`src/rtl/paio_cfg.svh`:
```
// constants for the port a io block: offsets, fields, reset values
`ifndef PAIO_CFG_SVH
`define PAIO_CFG_SVH

// byte offsets on the register bus
`define PAIO_OFF_DATA 5'h00
`define PAIO_OFF_DIR 5'h04
`define PAIO_OFF_ANSEL 5'h08
`define PAIO_OFF_ALT 5'h0C
`define PAIO_OFF_SET 5'h10
`define PAIO_OFF_CLR 5'h14

// field positions in alternate_pin_select
`define PAIO_ALT_CCP_BIT 0
`define PAIO_ALT_SS_BIT 1

// pins that carry the slave-select candidates
`define PAIO_SS_PIN_LOW 5
`define PAIO_SS_PIN_HIGH 0

// reset values
`define PAIO_RST_DIR 8'hFF
`define PAIO_RST_ANSEL 6'h3F
`define PAIO_RST_ALT 2'h0
`define PAIO_RST_LATCH 8'h00

// implemented width of the analog-select field
`define PAIO_ANSEL_W 6

// avalon response codes
`define PAIO_RESP_OK 2'h0
`define PAIO_RESP_ERR 2'h2

`endif

```
`src/rtl/paio_pkg.sv`:
```
// types shared by the port a io block
package paio_pkg;

  // drive of one group of pins: level and output enable
  typedef struct packed {
    logic [7:0] level;
    logic [7:0] enable;
  } paio_pin_drv_t;

  // drive of a single pad
  typedef struct packed {
    logic level;
    logic enable;
  } paio_pad_drv_t;

  // bus handshake phase
  typedef enum logic {
    PAIO_BUS_IDLE,
    PAIO_BUS_ANSWER
  } paio_bus_state_t;

endpackage

```
`src/rtl/paio_port.sv`:
```
// port a general-purpose io with alternate pin steering

`include "paio_cfg.svh"

module paio_port
  import paio_pkg::*;
(
  input wire logic ref_clk,
  input wire logic rst_b,
  // avalon-mm slave
  input wire logic [4:0] avs_address,
  input wire logic avs_read,
  input wire logic avs_write,
  input wire logic [31:0] avs_writedata,
  input wire logic [3:0] avs_byteenable,
  output logic [31:0] avs_readdata,
  output logic [1:0] avs_response,
  output logic avs_waitrequest,
  // port a pins
  input wire logic [7:0] port_a_pin_in,
  output paio_pin_drv_t port_a_pin_drv,
  // second capture/compare/pwm candidate pads
  input wire logic pad_c1_in,
  input wire logic pad_b3_in,
  output paio_pad_drv_t pad_c1_drv,
  output paio_pad_drv_t pad_b3_drv,
  // peripheral side, same clock
  input wire logic second_ccp_out,
  input wire logic second_ccp_oe,
  output logic second_ccp_in,
  output logic slave_select_in_b
);

  // ----------------------------------------------------------------
  // helpers
  // ----------------------------------------------------------------

  // address match, shared by every register decode
  function automatic logic reg_hit(input logic [4:0] addr,
                                   input logic [4:0] off);
    reg_hit = (addr == off);
  endfunction

  // ----------------------------------------------------------------
  // register state
  // ----------------------------------------------------------------

  logic [7:0] port_a_latch;
  logic [7:0] port_a_direction;
  logic [5:0] analog_select_bits;
  logic slave_select_route;
  logic second_ccp_route;
  paio_bus_state_t bus_state;

  // ----------------------------------------------------------------
  // pin input synchronisers
  // ----------------------------------------------------------------

  logic [7:0] pin_meta;
  logic [7:0] pin_sync;
  logic [1:0] pad_meta;
  logic [1:0] pad_sync;

  // pins are asynchronous to ref_clk; the first stage feeds only the
  // second, so a metastable sample never reaches decode logic
  always_ff @(posedge ref_clk or negedge rst_b) begin
    if (!rst_b) begin
      pin_meta <= 8'h00;
      pin_sync <= 8'h00;
      pad_meta <= 2'h0;
      pad_sync <= 2'h0;
    end else begin
      pin_meta <= port_a_pin_in;
      pin_sync <= pin_meta;
      pad_meta <= {pad_b3_in, pad_c1_in};
      pad_sync <= pad_meta;
    end
  end

  // ----------------------------------------------------------------
  // per-pin input gating and driver enable
  // ----------------------------------------------------------------

  logic [7:0] pin_digital;
  logic [7:0] next_pin_enable;
  logic [7:0] analog_mask;

  // only the lower six pins carry an analog-select bit
  assign analog_mask = {2'b00, analog_select_bits};

  genvar g;
  generate
    for (g = 0; g < 8; g = g + 1) begin : g_pin
      // input buffer off forces a zero, whatever the pad does
      assign pin_digital[g] = pin_sync[g] & ~analog_mask[g];
      // direction alone decides the driver, analog or not
      assign next_pin_enable[g] = ~port_a_direction[g];
    end
  endgenerate

  // ----------------------------------------------------------------
  // bus decode
  // ----------------------------------------------------------------

  logic bus_req;
  logic bus_take;
  logic lane0;
  logic hit_data;
  logic hit_dir;
  logic hit_ansel;
  logic hit_alt;
  logic hit_set;
  logic hit_clr;
  logic hit_any;
  logic [7:0] wr_byte;

  assign bus_req = avs_read | avs_write;
  // a request is taken on the edge where waitrequest is seen low
  assign bus_take = bus_req & (bus_state == PAIO_BUS_ANSWER);
  assign lane0 = avs_byteenable[0];
  assign wr_byte = avs_writedata[7:0];

  assign hit_data = reg_hit(avs_address, `PAIO_OFF_DATA);
  assign hit_dir = reg_hit(avs_address, `PAIO_OFF_DIR);
  assign hit_ansel = reg_hit(avs_address, `PAIO_OFF_ANSEL);
  assign hit_alt = reg_hit(avs_address, `PAIO_OFF_ALT);
  assign hit_set = reg_hit(avs_address, `PAIO_OFF_SET);
  assign hit_clr = reg_hit(avs_address, `PAIO_OFF_CLR);
  assign hit_any = hit_data | hit_dir | hit_ansel | hit_alt |
                   hit_set | hit_clr;

  // write strobes; narrow registers live in byte lane 0 only
  logic wr_go;
  logic wr_data;
  logic wr_dir;
  logic wr_ansel;
  logic wr_alt;
  logic wr_set;
  logic wr_clr;

  assign wr_go = bus_take & avs_write & lane0;
  assign wr_data = wr_go & hit_data;
  assign wr_dir = wr_go & hit_dir;
  assign wr_ansel = wr_go & hit_ansel;
  assign wr_alt = wr_go & hit_alt;
  assign wr_set = wr_go & hit_set;
  assign wr_clr = wr_go & hit_clr;

  // ----------------------------------------------------------------
  // output latch update
  // ----------------------------------------------------------------

  logic [7:0] next_latch;

  // set and clear writes start from what the pins read now and
  // only touch masked bits, so an analog pin or a loaded output
  // that reads differently from its latch is rewritten with that
  // reading - the classic read-modify-write hazard, kept on purpose
  always_comb begin
    next_latch = port_a_latch;
    if (wr_data) begin
      next_latch = wr_byte;
    end else if (wr_set) begin
      next_latch = pin_digital | wr_byte;
    end else if (wr_clr) begin
      next_latch = pin_digital & ~wr_byte;
    end
  end

  // the latch has no meaningful reset value; zero keeps it defined
  // so a pin turned to output before any data write drives low
  always_ff @(posedge ref_clk or negedge rst_b) begin
    if (!rst_b) begin
      port_a_latch <= `PAIO_RST_LATCH;
    end else begin
      port_a_latch <= next_latch;
    end
  end

  // ----------------------------------------------------------------
  // configuration registers
  // ----------------------------------------------------------------

  // the lower six pins wake as analog inputs; every pin wakes with its driver off
  always_ff @(posedge ref_clk or negedge rst_b) begin
    if (!rst_b) begin
      port_a_direction <= `PAIO_RST_DIR;
      analog_select_bits <= `PAIO_RST_ANSEL;
      {slave_select_route, second_ccp_route} <= `PAIO_RST_ALT;
    end else begin
      if (wr_dir) begin
        port_a_direction <= wr_byte;
      end
      if (wr_ansel) begin
        analog_select_bits <= wr_byte[`PAIO_ANSEL_W-1:0];
      end
      if (wr_alt) begin
        slave_select_route <= wr_byte[`PAIO_ALT_SS_BIT];
        second_ccp_route <= wr_byte[`PAIO_ALT_CCP_BIT];
      end
    end
  end

  // ----------------------------------------------------------------
  // read mux
  // ----------------------------------------------------------------

  logic [7:0] alt_read;
  logic [7:0] rd_byte;

  // unimplemented route bits read as zero
  always_comb begin
    alt_read = 8'h00;
    alt_read[`PAIO_ALT_SS_BIT] = slave_select_route;
    alt_read[`PAIO_ALT_CCP_BIT] = second_ccp_route;
  end

  // set and clear views read back the pins, like the data view
  assign rd_byte =
    (hit_data | hit_set | hit_clr) ? pin_digital :
    hit_dir ? port_a_direction :
    hit_ansel ? analog_mask :
    hit_alt ? alt_read :
    8'h00;

  // ----------------------------------------------------------------
  // avalon handshake
  // ----------------------------------------------------------------

  logic next_waitrequest;
  paio_bus_state_t next_bus_state;

  // one wait cycle per access: the request is seen, then waitrequest
  // drops for exactly one edge carrying the answer; this costs a
  // cycle but keeps every bus output straight off a flop; a master
  // that leaves its request up past the answer starts a second
  // access, so it must drop the request right after taking it
  always_comb begin
    next_bus_state = PAIO_BUS_IDLE;
    case (bus_state)
      PAIO_BUS_IDLE: begin
        if (bus_req) begin
          next_bus_state = PAIO_BUS_ANSWER;
        end
      end
      PAIO_BUS_ANSWER: begin
        next_bus_state = PAIO_BUS_IDLE;
      end
      default: begin
        next_bus_state = PAIO_BUS_IDLE;
      end
    endcase
  end

  assign next_waitrequest = (next_bus_state != PAIO_BUS_ANSWER);

  always_ff @(posedge ref_clk or negedge rst_b) begin
    if (!rst_b) begin
      bus_state <= PAIO_BUS_IDLE;
      avs_waitrequest <= 1'b1;
      avs_readdata <= 32'h0000_0000;
      avs_response <= `PAIO_RESP_OK;
    end else begin
      bus_state <= next_bus_state;
      avs_waitrequest <= next_waitrequest;
      if (bus_state == PAIO_BUS_IDLE && bus_req) begin
        // read data sampled one cycle before the taking edge
        avs_readdata <= {24'h000000, avs_read ? rd_byte : 8'h00};
        avs_response <= hit_any ? `PAIO_RESP_OK : `PAIO_RESP_ERR;
      end
    end
  end

  // ----------------------------------------------------------------
  // pin drivers
  // ----------------------------------------------------------------

  // registered so each pad output comes off a flop; the analog
  // selection never enters this path
  always_ff @(posedge ref_clk or negedge rst_b) begin
    if (!rst_b) begin
      port_a_pin_drv <= '0;
    end else begin
      port_a_pin_drv.level <= port_a_latch;
      port_a_pin_drv.enable <= next_pin_enable;
    end
  end

  // ----------------------------------------------------------------
  // alternate pin steering
  // ----------------------------------------------------------------

  logic next_ss;
  logic next_ccp_in;
  paio_pad_drv_t ccp_drv;
  paio_pad_drv_t idle_drv;

  // slave select comes through the digital input path, so an
  // analog-selected candidate pin reads as asserted low
  assign next_ss = slave_select_route ?
                   pin_digital[`PAIO_SS_PIN_HIGH] :
                   pin_digital[`PAIO_SS_PIN_LOW];

  assign next_ccp_in = second_ccp_route ? pad_sync[1] :
                       pad_sync[0];

  assign ccp_drv = '{level: second_ccp_out, enable: second_ccp_oe};
  assign idle_drv = '{level: 1'b0, enable: 1'b0};

  // the unselected pad is released so it cannot fight its neighbour
  always_ff @(posedge ref_clk or negedge rst_b) begin
    if (!rst_b) begin
      slave_select_in_b <= 1'b1;
      second_ccp_in <= 1'b0;
      pad_c1_drv <= '0;
      pad_b3_drv <= '0;
    end else begin
      slave_select_in_b <= next_ss;
      second_ccp_in <= next_ccp_in;
      pad_c1_drv <= second_ccp_route ? idle_drv : ccp_drv;
      pad_b3_drv <= second_ccp_route ? ccp_drv : idle_drv;
    end
  end

endmodule

```
`config.mk`:
```
export PLATFORM = sky130hd
export DESIGN_NAME = paio_port
export DESIGN_NICKNAME = d
export VERILOG_FILES = /design/src/rtl/paio_pkg.sv /design/src/rtl/paio_port.sv
export VERILOG_INCLUDE_DIRS = /design/src /design/src/rtl
export SDC_FILE = /design/constraint.sdc
export NUM_CORES = 1
export LEC_CHECK = 0
export BUFFER_PORTS_ARGS = -buffer_cell sky130_fd_sc_hd__clkbuf_2
export CAP_MARGIN = 30
export CORE_MARGIN = 2
export CORE_UTILIZATION = 44
export DETAILED_ROUTE_END_ITERATION = 12
export PLACE_DENSITY = 0.75
export SYNTH_ARGS = -nofsm -noshare
export SYNTH_HDL_FRONTEND = slang
export SYNTH_SLANG_ARGS = --single-unit
```
`constraint.sdc`:
```
create_clock -name ref_clk -period 1.46 [get_ports ref_clk]
set_input_delay 0.292 -clock ref_clk [delete_from_list [all_inputs] [get_ports ref_clk]]
set_output_delay 0.292 -clock ref_clk [all_outputs]
set_load 0.05 [all_outputs]
```
==> impl_metrics.yaml <==
outcome:
  status: "complete, but fails checks"
  violations: "negative setup slack"
setup_path:
  path_class: "flip-flop to flip-flop"
  arrival_ns: 1.76
  worstPathMaxFanout: 5
  cp-end-kind: "flip-flop"
  cp-start-kind: "flip-flop"
  r2r_cells: 3
  worstPathRequired_ns: 1.74
sta:
  min_period_over_period: 1.01
  maxSlewViolCount: 0
  setup-tns-final_ns: -0.0172
  final_hold_viol_count: 0
  setup_viol: 2
  fin_hold_ws_ns: 0.0509
  rsz0062_at_grt: "true"
  fmax_mhz: 678
  fin_skew_ns: 0.00562
  period_minus_slack_ns: 1.47
  layout_setup_ws_ns: -0.0148
routing:
  drc: 0
  avgRoutedWirePerCell_um: 14.3
  ant_nets: 0
  wirelength_mm: 6.22
  vias: 2129
  detail_route.vias_per_cell: 4.89
  drt_pass1_iterations: 4
  first_iter_violations: 149
synthesis:
  synthFlopType: "dfrtp_1"
  synth_area_um2: 3130
  synth_top_family_by_area: "compound AO/OA/AOI/OAI gates"
  synth_seq_cells: 77
  synth_xor_xnor_area_share: 0
  yosys.area_share.simple: 0.101
  synth_mux_area_frac: 0.0700
  yosysSeqAreaShare: 0.622
  synth.top_cell.area_share: 0.488
  synth_cells: 250
  synth_adder_area_share: 0
  synth_top_cell_by_area: "dfrtp_1"
  avgSynthCellArea_um2: 12.5
  ys_warn_count: 0
  synthTopCellsByCount: "dfrtp_1 (61), buf_4 (25), a31oi_1 (16), dfstp_2 (16)"
  synth.most_common_cell: "dfrtp_1"
  synthArstFlopShare: 1.00
  synth_edf_count: 0
  netlist-cell-type-count: 38
  synth-compound-area-share: 0.107
  synthTopCellsByArea: "dfrtp_1 (49%), dfstp_2 (13%), buf_4 (6.0%)"
power:
  p_leak_nw: 1.83
  finalPower_mw: 5.23
  ir_drop_v: 0.000533
  power_density_nw_per_um2: 1350
global_route:
  grtUsageMet2: 0.265
  grt_pass1_wl_mm: 10.0
  grt_overflow: 0
  antenna_found_initial: 0
  grt.total_usage: 0.172
  global_route.usage.met3: 0.0420
  use_met1: 0.228
  grt_busiest_layer: "met2"
  grt_max_degree: 36
  grt_pass1_vias: 2062
clock_tree:
  cts_max_level: 3
  cts.sink_count: 77
  cts-root-buf: "clkbuf_8"
  cts_tree: "yes"
  clock_latency_ns: 0.34
  cts_buffers: 9
  clkTransAtPathRegs_ns: 0.07
  cts_buffer_depth: 2
layout:
  antenna_cells: 0
  drive_gt1_frac: 0.422
  seq_area_um2: 1950
  design_area_um2: 3890
  multi_input_area_um2: 1010
  finalNetCount: 391
  fill_cells: 579
  finalCoreUtilization: 0.569
  syn_to_final_growth_pct: 24.2
  layout.cells.non_filler: 435
die:
  initial_core_util: 0.458
  core-area_um2: 6830
  ioPinCount: 114
  die-area_um2: 7800
  rows: 30
  die_x_um: 88.3
  die_y_um: 88.3
placed_design:
  hpwl_mm: 4.54
  portBuffers: 61
  place.gp.congestion: 0.836
  dpl.cell_count: 418
  pre_cts_slack_ns: -0.145
  dpl-instance-area_um2: 3640
min_path:
  whs_path_depth: 1
  hold_class: "primary input to flip-flop"
flow_run:
  max_cap_violations: 0
## what timing repair did
| action | in CTS | in global routing |
|---|---|---|
| pin swaps | 0 | 3 |
| setup endpoints to repair | 6 | 17 |
| hold buffers | 1 | 0 |
| endpoints found under the hold margin | 17 | 0 |
| buffers inserted | 0 | 0 |
| resized for setup | 3 | 5 |
## worst paths after layout
kind	slack, ns	to	from
hold reg to reg	0.35	pin_sync[4]	pin_meta[4]
min in group asynchronous	0.37	port_a_pin_drv[7]	rst_b
max in group asynchronous	0.47	port_a_direction[2]	rst_b
hold / removal	0.05	pad_meta[0]	pad_c1_in
setup / recovery	-0.01	avs_readdata[1]	bus_state
setup reg to reg	-0.01	avs_readdata[1]	bus_state
## sequential cells by signal (all words and copies together), names as in the netlist
| signal | count |
|---|---|
| pad_meta | 2 |
| port_a_pin_drv | 16 |
| second_ccp_in | 1 |
| avs_readdata | 8 |
| avs_waitrequest | 1 |
| pin_meta | 8 |
| slave_select_route | 1 |
| pad_sync | 2 |
| pad_b3_drv | 2 |
| pad_c1_drv | 2 |
| bus_state | 1 |
| slave_select_in_b | 1 |
| second_ccp_route | 1 |
| analog_select_bits | 6 |
| avs_response | 1 |
| pin_sync | 8 |
| port_a_direction | 8 |
| port_a_latch | 8 |
## cell type report
class                      instances  area share
multi-input combinational        144       0.261
timing repair buffer              88       0.139
clock buffer                      13      0.0435
inverter                          14      0.0135
clock inverter                     3      0.0109
sequential                        77       0.501
tap                               96      0.0309
## placed cells by master (no fill, tap or decap), types with 4 or more instances in the layout
cell type  netlist  final
dfrtp_1         61     61
a32o_1           6      6
mux2i_1          5      5
a31oi_1         16     16
nand3_1          7      7
inv_1           14     14
dfstp_2         16     16
clkbuf_2         0     59
nand2_1         11     11
buf_4           25     24
nand2b_1        11     10
mux2_2          14      9
mux2_4           0      6
nor2_1           6      6
conb_1           1     25
a21oi_2          0      4
clkbuf_8         0     12
a311o_1          6      6
o21ai_0          9      9
## kinds of logic after synthesis
family          Yosys count
compound gates           47
buf+inv                  53
flops                    77
mux                      20
other cells               1
simple gates             52
## critical path, stage by stage (launching register included)
cell and delay [ns]:
dfrtp_1 0.41, or4b_4 0.53, a311oi_1 0.28, a32o_1 0.20
## per-layer routing
| metal | up-vias | wire length (um) |
|---|---|---|
| met4 | 0 | 114 |
| met1 | 1040 | 2700 |
| met5 | - | 0 |
| li1 | 993 | - |
| met2 | 86 | 3030 |
| met3 | 10 | 370 |
## power by group
part	switching [mW]	total, mW	internal (mW)
Sequential	0.102	2.50	2.40
Clock	0.705	1.63	0.927
Combinational	0.814	1.10	0.286
Total	1.62	5.23	3.61
No activity file was read; power rests on OpenSTA's default activity.
